$ cat config.mk
export PLATFORM = sky130hd
export DESIGN_NAME = mevc_bank
export DESIGN_NICKNAME = d
export VERILOG_FILES = /design/src/design/mevc_bank.v /design/src/design/mevc_debounce.v
export VERILOG_INCLUDE_DIRS = /design/src /design/src/design
export SDC_FILE = /design/constraint.sdc
export NUM_CORES = 1
export LEC_CHECK = 0
export BUFFER_PORTS_ARGS = -buffer_cell sky130_fd_sc_hd__clkbuf_2
export CORE_MARGIN = 2
export CORE_UTILIZATION = 38
export CTS_BUF_LIST = sky130_fd_sc_hd__clkbuf_8
export DETAILED_ROUTE_END_ITERATION = 8
export GPL_TIMING_DRIVEN = 0
export MAX_ROUTING_LAYER = met4
export PLACE_DENSITY = 0.55
export SLEW_MARGIN = 40
export SYNTH_ARGS = -nofsm -noshare
export SYNTH_HDL_FRONTEND = slang
export SYNTH_SLANG_ARGS = --single-unit
$ cat constraint.sdc
create_clock -name clk_in -period 40.1 [get_ports clk_in]
set_clock_uncertainty 0.05 [all_clocks]
set_input_delay 6.015 -clock clk_in [delete_from_list [all_inputs] [get_ports clk_in]]
set_output_delay 6.015 -clock clk_in [all_outputs]
set_load 0.02 [all_outputs]
$ cat src/design/mevc_map.vh
// Constants for the four-channel event counter bank: register map,
// configuration fields, reset values and debounce timing.
// Assumes a 10 MHz core clock and an APB master with 32-bit data.
//
// Functional notes
// - Four independent 32-bit counters, each counting input pulses up to 5 MHz.
// - In synchronous scan use, every counter clears when an acquisition begins.
// - Each counter picks a mapped input from any of four debounced inputs.
// - Start-of-scan latches the count; latch-on-map lets mapped edges latch instead.
// - Reading the low half captures 32 bits; high half read returns captured part.
// - Totalize counts up (down on mapped edges with decrement), keeps value on sampling, clears when an acquisition begins.
// - Totalize wraps at 16 bits as low word and at 32 bits as full.
// - A 32-bit scanned result uses two sample slots; a lone half uses one.
// - Clear-on-read counts up, clears on read, returns the value before clearing.
// - Clear-on-read works on asynchronous reads only; low half first, then high.
// - Stop-at-top saturates at FFFF (16-bit) or FFFFFFFF (32-bit).
// - The 16/32 width setting matters only in stop-at-top mode.
// - With gating, count only while the mapped input is high; otherwise hold.
// - With decrement, own input edges count up and mapped input edges count down.
// - Sixteen debounce interval settings span 500 ns to 25.5 ms.
// - An optional inverter before debounce selects the active edge.
// - Bypass ignores the interval and passes the inverter output straight on.
// - Conditioning offers stable-then-accept, accept-then-hold, and bypass.
// - Stable-then-accept changes output only after the full uninterrupted interval.
// - Accept-then-hold passes an edge after stability, then blocks until stable again.
`ifndef MEVC_MAP_VH
`define MEVC_MAP_VH

// Register map: channel n block at n * stride, global control after
`define MEVC_CH_STRIDE 8'h10
`define MEVC_OFS_CFG 2'h0
`define MEVC_OFS_LO 2'h1
`define MEVC_OFS_HI 2'h2
`define MEVC_OFS_LATCH 2'h3
`define MEVC_ADDR_CTRL 8'h40

// Configuration register fields
`define MEVC_F_MODE 1:0
`define MEVC_F_W32 2
`define MEVC_F_LMAP 3
`define MEVC_F_GATE 4
`define MEVC_F_DEC 5
`define MEVC_F_MAP 7:6
`define MEVC_F_INV 8
`define MEVC_F_DBM 10:9
`define MEVC_F_DBT 14:11
`define MEVC_CFG_MASK 32'h00007FFF
`define MEVC_CFG_RST 32'h00000400
`define MEVC_F_SYNC 0

// Counter modes
`define MEVC_MODE_TOT 2'h0
`define MEVC_MODE_COR 2'h1
`define MEVC_MODE_SAT 2'h2

// Debounce modes
`define MEVC_DB_AFTER 2'h0
`define MEVC_DB_BEFORE 2'h1
`define MEVC_DB_BYPASS 2'h2

// Saturation tops
`define MEVC_TOP16 32'h0000FFFF
`define MEVC_TOP32 32'hFFFFFFFF

// Timing: clock period and debounce intervals in nanoseconds
`define MEVC_CLK_NS 100
`define MEVC_DB_T0_NS 500
`define MEVC_DB_T1_NS 1000
`define MEVC_DB_T2_NS 2000
`define MEVC_DB_T3_NS 5000
`define MEVC_DB_T4_NS 10000
`define MEVC_DB_T5_NS 20000
`define MEVC_DB_T6_NS 50000
`define MEVC_DB_T7_NS 100000
`define MEVC_DB_T8_NS 200000
`define MEVC_DB_T9_NS 500000
`define MEVC_DB_T10_NS 1000000
`define MEVC_DB_T11_NS 2000000
`define MEVC_DB_T12_NS 5000000
`define MEVC_DB_T13_NS 10000000
`define MEVC_DB_T14_NS 20000000
`define MEVC_DB_T15_NS 25500000
`define MEVC_DB_TW 18

`endif

$ cat src/design/mevc_bank.v
// Four-channel event counter bank with APB register access.
// Expects pulse inputs synchronous to clk_in and one-cycle scan strobes
// from the acquisition sequencer.
`timescale 1ns/1ps
`include "mevc_map.vh"

module mevc_bank #(
  parameter NCH = 4,
  parameter DB_DIV = 1
) (
  // Clock and reset
  input wire clk_in,
  input wire rstn_in,
  // APB slave
  input wire psel_in,
  input wire penable_in,
  input wire pwrite_in,
  input wire [7:0] paddr_in,
  input wire [31:0] pwdata_in,
  output reg [31:0] prdata_out,
  output wire pready_out,
  output wire pslverr_out,
  // Pulse inputs
  input wire [NCH-1:0] cnt_pin_in,
  // Sequencer strobes
  input wire scan_start_in,
  input wire acq_start_in,
  // Scan sample slot port
  input wire slot_req_in,
  input wire [1:0] slot_ch_in,
  input wire slot_hi_in,
  output reg [15:0] slot_data_out,
  output reg slot_valid_out
);

  // Debounce interval table, cycles rounded up, shortened by DB_DIV
  function [`MEVC_DB_TW-1:0] db_cycles;
    input [3:0] idx;
    integer ns;
    integer cyc;
    begin
      ns = `MEVC_DB_T0_NS;
      case (idx)
        4'h0: ns = `MEVC_DB_T0_NS;
        4'h1: ns = `MEVC_DB_T1_NS;
        4'h2: ns = `MEVC_DB_T2_NS;
        4'h3: ns = `MEVC_DB_T3_NS;
        4'h4: ns = `MEVC_DB_T4_NS;
        4'h5: ns = `MEVC_DB_T5_NS;
        4'h6: ns = `MEVC_DB_T6_NS;
        4'h7: ns = `MEVC_DB_T7_NS;
        4'h8: ns = `MEVC_DB_T8_NS;
        4'h9: ns = `MEVC_DB_T9_NS;
        4'hA: ns = `MEVC_DB_T10_NS;
        4'hB: ns = `MEVC_DB_T11_NS;
        4'hC: ns = `MEVC_DB_T12_NS;
        4'hD: ns = `MEVC_DB_T13_NS;
        4'hE: ns = `MEVC_DB_T14_NS;
        default: ns = `MEVC_DB_T15_NS;
      endcase
      cyc = ((ns + `MEVC_CLK_NS - 1) / `MEVC_CLK_NS) / DB_DIV;
      if (cyc < 1) begin
        cyc = 1;
      end
      db_cycles = cyc[`MEVC_DB_TW-1:0];
    end
  endfunction

  // Saturation top for the chosen width
  function [31:0] sat_top;
    input w32;
    begin
      sat_top = w32 ? `MEVC_TOP32 : `MEVC_TOP16;
    end
  endfunction

  // Registers and per-channel state
  reg [31:0] cfg_reg [0:NCH-1];
  reg [31:0] cnt_reg [0:NCH-1];
  reg [31:0] cnt_next [0:NCH-1];
  reg [31:0] snap_reg [0:NCH-1];
  reg [31:0] latch_reg [0:NCH-1];
  reg [NCH-1:0] cond_last_reg;
  reg sync_reg;

  wire [NCH-1:0] cond_w;
  wire [NCH-1:0] rise_w;
  wire acc_w;
  wire wr_w;
  wire rd_w;
  wire is_ch_w;
  wire is_ctrl_w;
  wire bad_w;
  wire [1:0] ach_w;
  wire [1:0] aofs_w;

  // Conditioning path per channel
  genvar g;
  generate
    for (g = 0; g < NCH; g = g + 1) begin : cond_gen
      mevc_debounce u_db (
        .clk_in(clk_in),
        .rstn_in(rstn_in),
        .raw_in(cnt_pin_in[g]),
        .invert_in(cfg_reg[g][`MEVC_F_INV]),
        .mode_in(cfg_reg[g][`MEVC_F_DBM]),
        .limit_in(db_cycles(cfg_reg[g][`MEVC_F_DBT])),
        .cond_out(cond_w[g])
      );
    end
  endgenerate

  // Active edges of the conditioned inputs
  assign rise_w = cond_w & ~cond_last_reg;

  always @(posedge clk_in) begin
    if (!rstn_in) begin
      cond_last_reg <= {NCH{1'b0}};
    end else begin
      cond_last_reg <= cond_w;
    end
  end

  // APB decode; every access completes in its first access cycle
  assign acc_w = psel_in & penable_in;
  assign wr_w = acc_w & pwrite_in & ~bad_w;
  assign rd_w = acc_w & ~pwrite_in & ~bad_w;
  assign ach_w = paddr_in[5:4];
  assign aofs_w = paddr_in[3:2];
  assign is_ch_w = (paddr_in[7:6] == 2'h0);
  assign is_ctrl_w = (paddr_in == `MEVC_ADDR_CTRL);
  assign bad_w = (paddr_in[1:0] != 2'h0) | ~(is_ch_w | is_ctrl_w);
  assign pready_out = 1'b1;
  assign pslverr_out = acc_w & bad_w;

  // Read data mux; the low half returns the live count being captured
  always @* begin
    prdata_out = 32'h00000000;
    if (psel_in && !bad_w && is_ctrl_w) begin
      prdata_out = {31'h00000000, sync_reg};
    end else if (psel_in && !bad_w) begin
      case (aofs_w)
        `MEVC_OFS_CFG: prdata_out = cfg_reg[ach_w];
        `MEVC_OFS_LO: prdata_out = {16'h0000, cnt_reg[ach_w][15:0]};
        `MEVC_OFS_HI: prdata_out = {16'h0000, snap_reg[ach_w][31:16]};
        default: prdata_out = latch_reg[ach_w];
      endcase
    end
  end

  // Counter next-state per channel
  integer i;
  reg [1:0] m_sel;
  reg m_level;
  reg m_rise;
  reg inc;
  reg dec;
  reg [1:0] mode;
  reg lo_read;
  always @* begin
    m_sel = 2'h0;
    m_level = 1'b0;
    m_rise = 1'b0;
    inc = 1'b0;
    dec = 1'b0;
    mode = `MEVC_MODE_TOT;
    lo_read = 1'b0;
    for (i = 0; i < NCH; i = i + 1) begin
      m_sel = cfg_reg[i][`MEVC_F_MAP];
      m_level = cond_w[m_sel];
      m_rise = rise_w[m_sel];
      mode = cfg_reg[i][`MEVC_F_MODE];
      // Gating only suspends counting; the held value is kept
      inc = rise_w[i] & (~cfg_reg[i][`MEVC_F_GATE] | m_level);
      dec = cfg_reg[i][`MEVC_F_DEC] & m_rise;
      lo_read = rd_w & is_ch_w & (ach_w == i[1:0]) & (aofs_w == `MEVC_OFS_LO);
      cnt_next[i] = cnt_reg[i];
      if (acq_start_in) begin
        cnt_next[i] = 32'h00000000;
      end else if (mode == `MEVC_MODE_COR && lo_read && !sync_reg) begin
        // A pulse in the clearing cycle is kept as the first new count
        cnt_next[i] = {31'h00000000, inc & ~dec};
      end else if (inc && !dec) begin
        if (mode == `MEVC_MODE_SAT) begin
          if (cnt_reg[i] != sat_top(cfg_reg[i][`MEVC_F_W32])) begin
            cnt_next[i] = cnt_reg[i] + 32'h00000001;
          end
        end else begin
          // Natural 32-bit wrap; the low word alone wraps at 16 bits
          cnt_next[i] = cnt_reg[i] + 32'h00000001;
        end
      end else if (dec && !inc) begin
        if (mode != `MEVC_MODE_TOT || cfg_reg[i][`MEVC_F_DEC]) begin
          cnt_next[i] = cnt_reg[i] - 32'h00000001;
        end
      end
    end
  end

  // Configuration, counters, captures and latches
  integer k;
  always @(posedge clk_in) begin
    if (!rstn_in) begin
      sync_reg <= 1'b0;
      for (k = 0; k < NCH; k = k + 1) begin
        cfg_reg[k] <= `MEVC_CFG_RST;
        cnt_reg[k] <= 32'h00000000;
        snap_reg[k] <= 32'h00000000;
        latch_reg[k] <= 32'h00000000;
      end
    end else begin
      if (wr_w && is_ctrl_w) begin
        sync_reg <= pwdata_in[`MEVC_F_SYNC];
      end
      for (k = 0; k < NCH; k = k + 1) begin
        cnt_reg[k] <= cnt_next[k];
        if (wr_w && is_ch_w && ach_w == k[1:0] && aofs_w == `MEVC_OFS_CFG) begin
          cfg_reg[k] <= pwdata_in & `MEVC_CFG_MASK;
        end
        // The low-half read freezes all 32 bits for the later high read
        if (rd_w && is_ch_w && ach_w == k[1:0] && aofs_w == `MEVC_OFS_LO) begin
          snap_reg[k] <= cnt_reg[k];
        end
        // Latch source: mapped input edge or the start-of-scan strobe
        if (cfg_reg[k][`MEVC_F_LMAP]) begin
          if (rise_w[cfg_reg[k][`MEVC_F_MAP]]) begin
            latch_reg[k] <= cnt_reg[k];
          end
        end else if (scan_start_in) begin
          latch_reg[k] <= cnt_reg[k];
        end
      end
    end
  end

  // Sample slot port: one 16-bit half per slot, so 32 bits take two
  always @(posedge clk_in) begin
    if (!rstn_in) begin
      slot_data_out <= 16'h0000;
      slot_valid_out <= 1'b0;
    end else begin
      slot_valid_out <= slot_req_in;
      if (slot_req_in) begin
        if (slot_hi_in) begin
          slot_data_out <= latch_reg[slot_ch_in][31:16];
        end else begin
          slot_data_out <= latch_reg[slot_ch_in][15:0];
        end
      end
    end
  end

endmodule

$ cat src/design/mevc_debounce.v
// One input conditioning path: optional inverter, then debounce or bypass.
// Input is synchronous to clk_in; limit_in is the interval in clock cycles.
`timescale 1ns/1ps
`include "mevc_map.vh"

module mevc_debounce (
  // Clock and reset
  input wire clk_in,
  input wire rstn_in,
  // Raw input and settings
  input wire raw_in,
  input wire invert_in,
  input wire [1:0] mode_in,
  input wire [`MEVC_DB_TW-1:0] limit_in,
  // Conditioned output
  output wire cond_out
);

  wire inv_w;
  wire stable_w;
  reg last_reg;
  reg out_reg;
  reg [`MEVC_DB_TW-1:0] tmr_reg;

  assign inv_w = raw_in ^ invert_in;
  assign stable_w = (tmr_reg >= limit_in);
  // Bypass skips the timer entirely, so glitches reach the counter
  assign cond_out = (mode_in == `MEVC_DB_BYPASS) ? inv_w : out_reg;

  // Timer restarts on every level change and saturates at the limit
  always @(posedge clk_in) begin
    if (!rstn_in) begin
      last_reg <= 1'b0;
      tmr_reg <= {`MEVC_DB_TW{1'b0}};
      out_reg <= 1'b0;
    end else begin
      last_reg <= inv_w;
      if (inv_w != last_reg) begin
        tmr_reg <= {`MEVC_DB_TW{1'b0}};
      end else if (!stable_w) begin
        tmr_reg <= tmr_reg + 1'b1;
      end
      case (mode_in)
        `MEVC_DB_AFTER: begin
          if (stable_w && out_reg != last_reg) begin
            out_reg <= last_reg;
          end
        end
        `MEVC_DB_BEFORE: begin
          if (stable_w && inv_w != last_reg) begin
            out_reg <= inv_w;
          end else if (stable_w) begin
            out_reg <= last_reg;
          end
        end
        default: begin
          out_reg <= inv_w;
        end
      endcase
    end
  end

endmodule

==> out/qor.yml <==
outcome: "finished, final reports clean"
maxCapViolCount: 0
cts_tree: "built"
num_vias: 43530
postCtsHoldBufs: 0
ys_seq_area_share_pct: 26.28
ctsRootBufferMaster: "clkbuf_8"
antenna_left: 0
yosysWarnings: 0
die_y_um: 353.1
gp_congestion: 0.9601
grt_pass1_vias: 40260
worst_pin_slew_ps: 904.4
finalSetupViolCount: 0
drtIter0Drc: 4577
critical_path.max_fanout: 11
syn_area_mm2: 0.04631
overflow: 0
synth_edf_count: 252
dr_wl_met2_um: 67110
grt_max_degree: 33
drc: 0
final_cells: 7351
vias_per_cell: 5.922
min_path_type: "flip-flop to flip-flop"
dp_hpwl_um: 119600
cts.sinks: 482
rrSetupSlack_ps: 19790
slew_headroom_pct: 39.71
tns_ps: 0
post_drt_wl_per_cell_um: 21.03
area_growth_pct: 10.06
critical_path_class: "flip-flop to flip-flop"
fmax_mhz: 49.24
initial_core_util_pct: 38.15
final_net_count: 5939
post-cts-setup-buffer-count: 0
hold_viol: 0
worstHoldStart: "slot_data_out[3]"
r2r_end: "cond_gen[3].u_db.tmr_reg[17]"
syn_avg_cell_area_um2: 8.498
mostFrequentLayoutCells: "nor2_1, a21oi_1, nand2_1"
highest_layer: "met4"
cts_max_path_buffers: 3
crit_slowest_cell: "edfxtp_1"
firstDrtPassIters: 9
grt_pass1_wl_um: 238000
cpLargestDelayFamily: "compound AO/OA/AOI/OAI gates"
drive_above_1_share_pct: 11.95
rsz0062_at_grt: "no"
preCtsSetupSlack_ps: 19900
synth.distinct_cells: 146
met3_length_um: 12850
num_rows: 128
min_period_ps: 20310
port_buffers: 81
antenna_found_initial: 20
max_stage_delay_ps: 600
clk_pin_slew_ps: 60
ctsResizeCount: 0
finalMaxSlewViolations: 0
io_pins: 106
cp_num_buf_inv: 10
dp.cells: 7167
crit_path_end_kind: "flip-flop"
crit_path_start_kind: "flip-flop"
grt_usage_pct: 24.62
hold_end: "slot_data_out[3]"
hold_depth: 1
r2r_cells: 84
worstPathArrival_ps: 20850
required_ps: 40640
layout_commonest_cell: "nor2_1"
fin_crit_sh_pct: 50.64
htree_levels: 3
dieArea_mm2: 0.1247
reg2reg_from: "cfg_reg[3][11]"
cts_made_buffers: 88
async_flop_share_pct: 0
fin_ws_ps: 19790
nFillCells: 12370
netlist_instances: 5450
die_w_um: 353.1
synth-seq-cells: 482
multiInputGateArea_mm2: 0.03263
wl_met1_um: 69350
coreArea_mm2: 0.1214
synthFlopType: "edfxtp_1"
register_area_mm2: 0.01217
syn-num-nets: 5756
clock_latency_ps: 730
totalWireLength_um: 154600
[metrics by stage]
step	hold WS [ps]	instance area [um^2]	util, %
after floorplan	406.7	46310	-
after global placement	417.7	48750	40.16
after detailed placement	420.5	49000	40.36
after CTS	437.4	50830	41.87
after global routing	458.5	50950	41.97
final	432.4	50970	41.99
[layout make-up]
type,instances,share of cell area (%)
inverter,189,1.426
sequential,482,23.88
buffer,233,1.983
tap,1625,3.989
clock inverter,60,0.7266
clock buffer,106,2.862
timing repair buffer,93,1.031
antenna,17,0.08346
multi-input combinational,4546,64.02
[routing by layer]
layer  track usage [%]  vias up
met5                 -        -
met4             7.736        0
met3             4.532      234
met2             36.81     1533
met1             33.60    20930
li1                  -    20830
[cell usage after synthesis, types with 32 or more instances]
master	count	area share (%)
mux2i_1	83	1.8
nor4_1	44	0.59
ha_1	247	6.7
a21o_1	73	1.2
nor3_1	126	1.4
nand4_1	83	1.1
nand3_1	122	1.3
or2_2	38	0.51
xor2_1	74	1.4
mux2_2	32	0.78
inv_1	179	1.5
and3_1	61	0.82
nand2_1	365	3.0
and2_1	306	4.1
nor2_1	597	4.8
xnor2_1	256	4.8
o31ai_1	43	0.70
mux4_2	132	6.4
nand2b_1	77	1.0
a21oi_1	459	5.0
o211a_1	37	0.80
o21a_1	37	0.60
nor2b_1	100	1.4
clkbuf_1	164	1.3
or3_1	64	0.86
a211oi_1	60	0.97
o21bai_1	96	1.6
edfxtp_1	252	16
o211ai_1	54	0.88
dfxtp_1	230	9.9
o21ai_0	231	2.5
a31oi_1	52	0.70
[cells by family (layout without fill, tap and decap cells)]
kind of cell    count (synthesis)  in the layout  share of synthesized area [%]
compound gates               1605           1605                          24.37
xor+xnor                      334            334                          6.419
fa+ha+maj                     269            269                          7.249
buf+inv                       422            681                          3.707
flops                         482            482                          26.28
mux                           257            257                          9.326
other cells                     1             18                       0.008097
simple gates                 2080           2080                          22.64
[worst max-delay path by stage]
stage / startpoint / end / slack (ps) / depth (start not counted)
6_report: cfg_reg[3][11] / cond_gen[3].u_db.tmr_reg[17] / 19790 / 84
5_1_grt: cfg_reg[1][11] / cond_gen[1].u_db.tmr_reg[15] / 17680 / 78
4_1_cts: cfg_reg[1][11] / cond_gen[1].u_db.tmr_reg[15] / 19820 / 78
3_5_place_dp: cfg_reg[3][11] / cond_gen[3].u_db.tmr_reg[17] / 19900 / 84
3_3_place_gp: cfg_reg[1][11] / cond_gen[1].u_db.tmr_reg[15] / 19830 / 78
2_1_floorplan: cfg_reg[3][11] / cond_gen[3].u_db.tmr_reg[15] / 23360 / 84
[worst reg2reg max path, delay by kind of cell, from the launching register on]
family                   cells  cell delay [ps]
buffers and inverters       10             1540
AND/OR/NAND/NOR             21             3270
flip-flops                   1              600
multiplexers                 5             1680
adder cells (fa/ha/maj)      4             1440
AO/OA/AOI/OAI               39             9950
XOR/XNOR                     5             1650
Power is left out: the tool's default activity adds up to more than one toggle a clock period on the data nets, which glitch-free logic cannot reach.
